`src/core/debug_regs_pkg.sv`:
```
/*
 Package for the background debug register block: addresses, field positions,
 reset values, cycle counts and the carrier structs for commands and tag pins.
 Assumes an 8-bit debug data path and a 16-bit debug address space.
*/
package debug_regs_pkg;
    // ------------------------------------------------------------
    // Register addresses
    // ------------------------------------------------------------
    localparam logic [15:0] ADDR_RSVD_FIRST = 16'hff00;
    localparam logic [15:0] ADDR_RSVD_LAST = 16'hff0b;
    localparam logic [15:0] ADDR_DEBUG_STATUS = 16'hff01;
    localparam logic [15:0] ADDR_SAVED_FLAGS = 16'hff06;
    localparam logic [15:0] ADDR_REG_POSITION = 16'hff07;
    // ------------------------------------------------------------
    // Status field positions
    // ------------------------------------------------------------
    localparam int BIT_DEBUG_ENABLE = 7;
    localparam int BIT_DEBUG_ACTIVE = 6;
    localparam int BIT_TAG_ENABLE = 5;
    localparam int BIT_SHIFT_VALID = 4;
    localparam int BIT_TRACE = 3;
    localparam int BIT_CLOCK_SELECT = 2;
    localparam int BIT_UNSECURED = 1;
    // Position register keeps bits 6..3 only
    localparam logic [7:0] POSITION_MASK = 8'h78;
    // ------------------------------------------------------------
    // Reset values
    // ------------------------------------------------------------
    localparam logic [7:0] STATUS_RESET = 8'h00;
    localparam logic [7:0] FLAGS_RESET = 8'h00;
    // ------------------------------------------------------------
    // Timing
    // ------------------------------------------------------------
    localparam int TAG_DELAY_CYCLES = 16;
    localparam int DEBUG_CLOCK_SELECT_SETTLE_CYCLES = 150;
    localparam int TAG_CNT_W = 5;
    localparam int SW_CNT_W = 8;
    // ------------------------------------------------------------
    // Carriers
    // ------------------------------------------------------------
    // src_hw: hardware command; src_fw: standard firmware table write
    typedef struct packed {
        logic rd;
        logic wr;
        logic src_hw;
        logic src_fw;
        logic [15:0] addr;
        logic [7:0] wdata;
    } reg_cmd_t;
    typedef struct packed {
        logic high_tag;
        logic low_tag;
    } tag_pair_t;
    typedef enum logic [1:0] {
        ST_RESET,
        ST_SERIAL,
        ST_TAG_WAIT,
        ST_TAGGING
    } link_state_t;
endpackage

```
`src/core/background_debug_regs.sv`:
```
/*
 Background debug unit pin duties and register block.
 Assumes a serial command decoder elsewhere delivers register read/write
 commands as a reg_cmd_t pulse, and that mode, security and debug-entry
 information arrive from core logic on the same clock. Pins pass two flops.
*/
// Functional notes
// - During reset the debug pin is sampled as the mode-select input.
// - After reset the debug pin serves only as the serial debug interface.
// - With tagging on, high tag pin low at external clock fall tags high half.
// - With tagging and low strobe on, low tag pin low tags low half.
// - Registers are reached only via debug register read and write commands.
// - Status 0xff01 and flags 0xff06 read/write; position 0xff07 read only.
// - Debug-active bit is set only by hardware on entering debug state.
// - Debug-active bit is cleared only by firmware table write on exit.
// - Clock select written only by hardware commands or firmware writes.
// - In special single-chip, unsecured or erased, debug enable reads one.
// - In special single-chip, unsecured flag reads one when secured and erased, else zero.
// - Status readable in every mode, writable subject to bit restrictions.
// - Flags register holds eight read/write condition-code bits.
// - Debug enable zero forbids active state; hardware commands still run.
// - Tag enable write disables serial and enables tagging 16 cycles later.
// - Clock select change is guaranteed after 150 cycles.
`timescale 1ns/1ps
`default_nettype none
module background_debug_regs (
    input wire logic ref_clk_i,
    input wire logic srst_i,
    input wire logic single_wire_debug_pin_i,
    input wire logic external_bus_clock_i,
    input wire debug_regs_pkg::tag_pair_t tag_pins_i,
    input wire logic low_strobe_en_i,
    input wire debug_regs_pkg::reg_cmd_t cmd_i,
    input wire logic enter_debug_i,
    input wire logic special_single_chip_i,
    input wire logic secured_i,
    input wire logic fully_erased_i,
    input wire logic shift_valid_set_i,
    input wire logic shift_valid_clr_i,
    input wire logic [7:0] position_i,
    output logic special_mode_o,
    output logic serial_enable_o,
    output logic debug_active_o,
    output logic clock_select_o,
    output logic clock_settled_o,
    output logic [7:0] rdata_o,
    output logic rvalid_o,
    output debug_regs_pkg::tag_pair_t tag_hit_o
);
    import debug_regs_pkg::*;

    // ------------------------------------------------------------
    // Pin synchronisers
    // ------------------------------------------------------------
    logic [1:0] single_wire_debug_pin_sync_q, single_wire_debug_pin_sync_d;
    logic [1:0] external_bus_clock_sync_q, external_bus_clock_sync_d;
    tag_pair_t tag_meta_q, tag_meta_d, tag_sync_q, tag_sync_d;
    logic external_bus_clock_prev_q, external_bus_clock_prev_d;

    always_comb begin
        single_wire_debug_pin_sync_d = {single_wire_debug_pin_sync_q[0], single_wire_debug_pin_i};
        external_bus_clock_sync_d = {external_bus_clock_sync_q[0], external_bus_clock_i};
        tag_meta_d = tag_pins_i;
        tag_sync_d = tag_meta_q;
        external_bus_clock_prev_d = external_bus_clock_sync_q[1];
    end

    always_ff @(posedge ref_clk_i) begin
        single_wire_debug_pin_sync_q <= single_wire_debug_pin_sync_d;
        external_bus_clock_sync_q <= external_bus_clock_sync_d;
        tag_meta_q <= tag_meta_d;
        tag_sync_q <= tag_sync_d;
        external_bus_clock_prev_q <= external_bus_clock_prev_d;
    end

    // ------------------------------------------------------------
    // Pin role and tagging sequencer
    // ------------------------------------------------------------
    link_state_t state_q, state_d;
    logic [TAG_CNT_W-1:0] tag_cnt_q, tag_cnt_d;
    logic special_q, special_d;
    tag_pair_t hit_q, hit_d;
    logic [7:0] status_q, status_d;
    logic external_bus_clock_fall;
    logic tag_wr;

    assign external_bus_clock_fall = external_bus_clock_prev_q & ~external_bus_clock_sync_q[1];

    always_comb begin
        state_d = state_q;
        tag_cnt_d = tag_cnt_q;
        special_d = special_q;
        hit_d = '0;
        unique case (state_q)
            ST_RESET: begin
                special_d = ~single_wire_debug_pin_sync_q[1];
                state_d = ST_SERIAL;
            end
            ST_SERIAL: begin
                if (tag_wr) begin
                    tag_cnt_d = '0;
                    state_d = ST_TAG_WAIT;
                end
            end
            ST_TAG_WAIT: begin
                tag_cnt_d = TAG_CNT_W'(tag_cnt_q + 1'b1);
                if (tag_cnt_q == TAG_CNT_W'(TAG_DELAY_CYCLES - 1)) begin
                    state_d = ST_TAGGING;
                end
                // Debug entry during the delay cancels tagging
                if (!status_q[BIT_TAG_ENABLE]) begin
                    state_d = ST_SERIAL;
                end
            end
            ST_TAGGING: begin
                if (external_bus_clock_fall) begin
                    hit_d.high_tag = ~tag_sync_q.high_tag;
                    hit_d.low_tag = ~tag_sync_q.low_tag & low_strobe_en_i;
                end
                if (!status_q[BIT_TAG_ENABLE]) begin
                    state_d = ST_SERIAL;
                end
            end
        endcase
    end

    always_ff @(posedge ref_clk_i) begin
        if (srst_i) begin
            state_q <= ST_RESET;
            tag_cnt_q <= '0;
            hit_q <= '0;
        end else begin
            state_q <= state_d;
            tag_cnt_q <= tag_cnt_d;
            hit_q <= hit_d;
        end
        // Strap keeps following the pin while reset is held, then freezes
        special_q <= srst_i ? ~single_wire_debug_pin_sync_q[1] : special_d;
    end

    // ------------------------------------------------------------
    // Register block
    // ------------------------------------------------------------
    logic [7:0] flags_q, flags_d;
    logic [SW_CNT_W-1:0] sw_cnt_q, sw_cnt_d;
    logic [7:0] rdata_q, rdata_d;
    logic rvalid_q, rvalid_d;
    logic cmd_ok;
    logic [7:0] status_view;

    // Serial commands still run during the tag delay, not once tagging owns the pin
    assign cmd_ok = (state_q == ST_SERIAL || state_q == ST_TAG_WAIT)
                    && (cmd_i.src_hw || cmd_i.src_fw);
    assign tag_wr = cmd_ok && cmd_i.wr && cmd_i.addr == ADDR_DEBUG_STATUS
                    && cmd_i.wdata[BIT_TAG_ENABLE];

    function automatic logic is_addr(input logic [15:0] a, input logic [15:0] ref_a);
        is_addr = (a == ref_a);
    endfunction

    always_comb begin
        status_view = status_q;
        status_view[0] = 1'b0;
        status_view[BIT_UNSECURED] = special_q && special_single_chip_i && secured_i && fully_erased_i;
        if (special_q && special_single_chip_i && (!secured_i || fully_erased_i)) begin
            status_view[BIT_DEBUG_ENABLE] = 1'b1;
        end
    end

    always_comb begin
        status_d = status_q;
        flags_d = flags_q;
        sw_cnt_d = (sw_cnt_q != '0) ? SW_CNT_W'(sw_cnt_q - 1'b1) : sw_cnt_q;
        rdata_d = 8'h00;
        rvalid_d = 1'b0;
        if (cmd_ok && cmd_i.wr) begin
            if (is_addr(cmd_i.addr, ADDR_DEBUG_STATUS)) begin
                status_d[BIT_DEBUG_ENABLE] = cmd_i.wdata[BIT_DEBUG_ENABLE];
                status_d[BIT_TAG_ENABLE] = cmd_i.wdata[BIT_TAG_ENABLE];
                status_d[BIT_TRACE] = cmd_i.wdata[BIT_TRACE];
                // Both permitted sources already gate cmd_ok
                if (cmd_i.wdata[BIT_CLOCK_SELECT] != status_q[BIT_CLOCK_SELECT]) begin
                    status_d[BIT_CLOCK_SELECT] = cmd_i.wdata[BIT_CLOCK_SELECT];
                    sw_cnt_d = SW_CNT_W'(DEBUG_CLOCK_SELECT_SETTLE_CYCLES);
                end
                if (cmd_i.src_fw && !cmd_i.wdata[BIT_DEBUG_ACTIVE]) begin
                    status_d[BIT_DEBUG_ACTIVE] = 1'b0;
                end
            end else if (is_addr(cmd_i.addr, ADDR_SAVED_FLAGS)) begin
                flags_d = cmd_i.wdata;
            end
            // Other addresses, position register included, ignore writes
        end
        if (cmd_ok && cmd_i.rd) begin
            rvalid_d = 1'b1;
            if (is_addr(cmd_i.addr, ADDR_DEBUG_STATUS)) begin
                rdata_d = status_view;
            end else if (is_addr(cmd_i.addr, ADDR_SAVED_FLAGS)) begin
                rdata_d = flags_q;
            end else if (is_addr(cmd_i.addr, ADDR_REG_POSITION)) begin
                rdata_d = position_i & POSITION_MASK;
            end
        end
        if (shift_valid_clr_i) begin
            status_d[BIT_SHIFT_VALID] = 1'b0;
        end
        if (shift_valid_set_i) begin
            status_d[BIT_SHIFT_VALID] = 1'b1;
        end
        // Entry wins over a same-cycle firmware clear; blocked when disabled
        if (enter_debug_i && status_view[BIT_DEBUG_ENABLE]) begin
            status_d[BIT_DEBUG_ACTIVE] = 1'b1;
            status_d[BIT_TAG_ENABLE] = 1'b0;
        end
        status_d[0] = 1'b0;
        status_d[BIT_UNSECURED] = 1'b0;
    end

    always_ff @(posedge ref_clk_i) begin
        if (srst_i) begin
            status_q <= STATUS_RESET;
            flags_q <= FLAGS_RESET;
            sw_cnt_q <= '0;
            rdata_q <= 8'h00;
            rvalid_q <= 1'b0;
        end else begin
            status_q <= status_d;
            flags_q <= flags_d;
            sw_cnt_q <= sw_cnt_d;
            rdata_q <= rdata_d;
            rvalid_q <= rvalid_d;
        end
    end

    // ------------------------------------------------------------
    // Output registers
    // ------------------------------------------------------------
    logic serial_en_q, active_q, clksel_q, settled_q;

    always_ff @(posedge ref_clk_i) begin
        if (srst_i) begin
            serial_en_q <= 1'b0;
            active_q <= 1'b0;
            clksel_q <= 1'b0;
            settled_q <= 1'b1;
        end else begin
            serial_en_q <= (state_d == ST_SERIAL || state_d == ST_TAG_WAIT);
            active_q <= status_d[BIT_DEBUG_ACTIVE];
            clksel_q <= status_d[BIT_CLOCK_SELECT];
            settled_q <= (sw_cnt_d == '0);
        end
    end

    assign special_mode_o = special_q;
    assign serial_enable_o = serial_en_q;
    assign debug_active_o = active_q;
    assign clock_select_o = clksel_q;
    assign clock_settled_o = settled_q;
    assign rdata_o = rdata_q;
    assign rvalid_o = rvalid_q;
    assign tag_hit_o = hit_q;
endmodule
`default_nettype wire

```
`config.mk`:
```
export PLATFORM = sky130hd
export DESIGN_NAME = background_debug_regs
export DESIGN_NICKNAME = d
export VERILOG_FILES = /design/src/core/debug_regs_pkg.sv /design/src/core/background_debug_regs.sv
export SDC_FILE = /design/constraint.sdc
export NUM_CORES = 1
export LEC_CHECK = 0
export BUFFER_PORTS_ARGS = -buffer_cell sky130_fd_sc_hd__buf_4
export CORE_ASPECT_RATIO = 1.2
export CORE_MARGIN = 3
export CORE_UTILIZATION = 45
export CTS_CLUSTER_SIZE = 30
export DETAILED_ROUTE_END_ITERATION = 12
export PLACE_DENSITY_LB_ADDON = 0.3
export SLEW_MARGIN = 5
export SYNTH_ARGS = -nofsm -noshare
export SYNTH_HDL_FRONTEND = slang
export SYNTH_SLANG_ARGS = --single-unit
```
`constraint.sdc`:
```
create_clock -name ref_clk_i -period 2.5 [get_ports ref_clk_i]
set_input_delay 0.25 -clock ref_clk_i [delete_from_list [all_inputs] [get_ports ref_clk_i]]
set_output_delay 0.25 -clock ref_clk_i [all_outputs]
set_load 0.03 [all_outputs]
```
==> run metrics <==
outcome=finished clean; via count=2037; final setup fails=0; Worst Max-Slew Pin Slew=about 780 ps; Post-Syn Area per Cell=9.42 um2; Syn. warnings=0; data required time of the worst path=2690 ps; critical path launch point type=register; diodes inserted=0; register area share after synthesis=0.436; max_cap viols=0; Longest Clk Path Bufs=2; post-synthesis cell type count=57; Die X=72.8 um; Die Y=around 86 um; CTS tree=yes; setup bufs post-CTS=0; adder-cell area share of the yosys netlist=0.0467; final count of hold timing violations=0; DP HPWL=4.15 mm; number of global-route vias before repair=2004; Worst-path clk slew=90 ps; Post-synth EDFFs=1; post-layout util=0.596; period utilization=0.914; number of vias per cell=5.40; CTS H-tree lvls=2; Synth Instances=around 260; Cell Area, Synth=0.00241 mm2; dominant cells by area after synthesis=dfxtp_1 42%, mux2i_1 6.2%, nor2_1 5.3%; core area=slightly above 0.005 mm2; Max Clk Rate=438 MHz; Rel. slew slack=0.477; TritonCTS Buffers=5; Worst Skew=3.84 ps; Min Hold Slack=40.6 ps; Area after DPL=0.00291 mm2; RSZ-0062 raised after global routing=no; P_leak=1.29 nW; WL/cell=roughly 14 um; async set-reset flop share out of synthesis=0; critical path arrival=~2500 ps; Fin Setup TNS=0 ps; largest family of logic cells by synthesized area=simple AND/OR/NAND/NOR gates; crit-path max FO=5; PD cells=732 mW/mm2; Worst IR Drop VDD=0.340 mV; Worst setup EP type=register; top_reg_cell synth=dfxtp_1; crit path kind=reg -> reg; Total GRT Usage=0.180; Antenna Nets Post-Route=0; row count=28; Post-Layout Cell Count=377; drt pass-1 iters=4; fin crit period=2290 ps; Simple-Gate Fraction of Synth Area=0.249; Nets=374; fin area=0.00301 mm2; Starting Density=0.478; IO Pins=65; Synth top area share=0.423; post-synthesis register bit count=52; Post-CTS Hold Buffers=0; layout cells sized above 1=0.278; post-synthesis mux area share=0.0810; Iteration-0 DRC Markers=67; global route overflow=0; worst skew pair latency=300 ps; DRT Wirelength=~5.4 mm; syn nets=roughly 310; largest net degree at the start of global routing=29; number of I/O port buffers=60; Final Slew Violations=0; Compound-Gate Fraction of Synth Area=0.126; die area=0.00628 mm2; Synth area leader=dfxtp_1; initial antenna violation count=0; global placer's final weighted congestion=0.885; root buf cell=clkbuf_8; # clock sinks=52; drt drc=0; dpl cells=369; Hold Path Class=in -> reg; first-pass GRT wire length=8.91 mm; Area Growth Syn to Fin=24.8%; xor/xnor share of the synthesized area=0.0218
## cell usage in the layout, fill, tap and decap left out, drive strengths merged, types with 9 or more instances in the layout
| cell | count |
|---|---|
| dfxtp | 51 |
| a21oi | 11 |
| nand3 | 9 |
| buf | 62 |
| nand2 | 19 |
| nor2 | 34 |
| mux2i | 15 |
| ha | 9 |
| inv | 15 |
## where the power goes
part	internal, mW	total (mW)	switching, mW
Sequential	0.905	0.995	0.0897
Clock	0.201	0.481	0.280
Combinational	0.357	0.726	0.369
Total	1.46	2.20	0.738
## sequential cells by signal (all words and copies together) (netlist names)
name	cells
tag_cnt_q	5
sw_cnt_q	8
special_mode_o	1
tag_meta_q	2
status_q	6
rvalid_o	1
external_bus_clock_sync_q	2
state_q	2
rdata_o	8
clock_settled_o	1
flags_q	8
single_wire_debug_pin_sync_q	2
tag_sync_q	2
tag_hit_o	2
external_bus_clock_prev_q	1
serial_enable_o	1
## layout make-up
type	instances	area, um2
clock buffer	5	68.8
clock inverter	3	22.5
fill	479	2040
inverter	14	52.6
multi-input combinational	181	1270
sequential	52	1050
tap	60	75.1
timing repair buffer	62	465
## cell families (layout without fill, tap and decap cells)
| group | count (synthesis) | after routing |
|---|---|---|
| DFF | 52 | 52 |
| adders and majority gates | 9 | 9 |
| xor gates and xnor gates | 6 | 6 |
| muxes | 19 | 19 |
| and+or+nand+nor | 106 | 106 |
| AOI/OAI and AO/OA | 41 | 41 |
| buffers and inverters | 23 | 84 |
## stage by stage
stage / setup WS (ps) / total power, mW
2_1_floorplan: 349 / 1.54
3_3_place_gp: 257 / 1.73
3_5_place_dp: 175 / 1.74
4_1_cts: 173 / 2.22
5_1_grt: 34.5 / 2.35
6_report: 214 / 2.20
## Yosys cell counts, types with 2 or more instances
master / count
nand2_1: 19
and3_1: 3
ha_1: 9
inv_1: 14
nor2_1: 34
a21o_1: 2
and4_1: 3
dfxtp_1: 51
nor3_1: 5
o32ai_1: 3
or2_2: 2
o21ai_0: 3
xor2_1: 3
nand2b_1: 4
mux2_2: 4
clkbuf_1: 3
xnor2_1: 3
nor3b_1: 3
nand3_1: 9
a22oi_1: 4
o31ai_1: 2
a32oi_1: 2
a211oi_2: 2
a21oi_1: 11
nand4_1: 6
mux2i_1: 15
or3_1: 2
buf_2: 4
and2_1: 3
## per-layer routing
metal / wire length [um] / up-vias / global-route usage
met4: 121 / 0 / 0.0688
met2: 2820 / 40 / 0.318
met3: 248 / 12 / 0.0441
met5: 0 / - / 0
li1: - / 1035 / -
met1: 2180 / 950 / 0.205
## final timing paths
path | depth (start not counted) | to | slack, ps | start
hold reg to reg | 0 | tag_sync_q[0]$_DFF_P_ | 340 | tag_meta_q[0]$_DFF_P_
hold / removal | 1 | tag_meta_q[1]$_DFF_P_ | 40 | tag_pins_i[1]
setup / recovery | 8 | serial_enable_o$_SDFF_PP0_ | 210 | tag_cnt_q[0]$_SDFFE_PP0P_
setup reg to reg | 8 | serial_enable_o$_SDFF_PP0_ | 210 | tag_cnt_q[0]$_SDFFE_PP0P_
## worst max-delay path: stages (launching register included)
cell and delay (ps):
dfxtp_1 340, ha_1 210, and3_1 180, ha_1 180, or3b_2 480, a211oi_4 330, nand3_1 100, nor4_1 260
a211oi_2 80
## repair_timing
item / 4_1_cts / 5_1_grt
hold endpoints to repair: 0 / 0
setup endpoints to repair: 0 / 1
gates resized for setup: 0 / 1
Power figures use the tool's default switching activity.
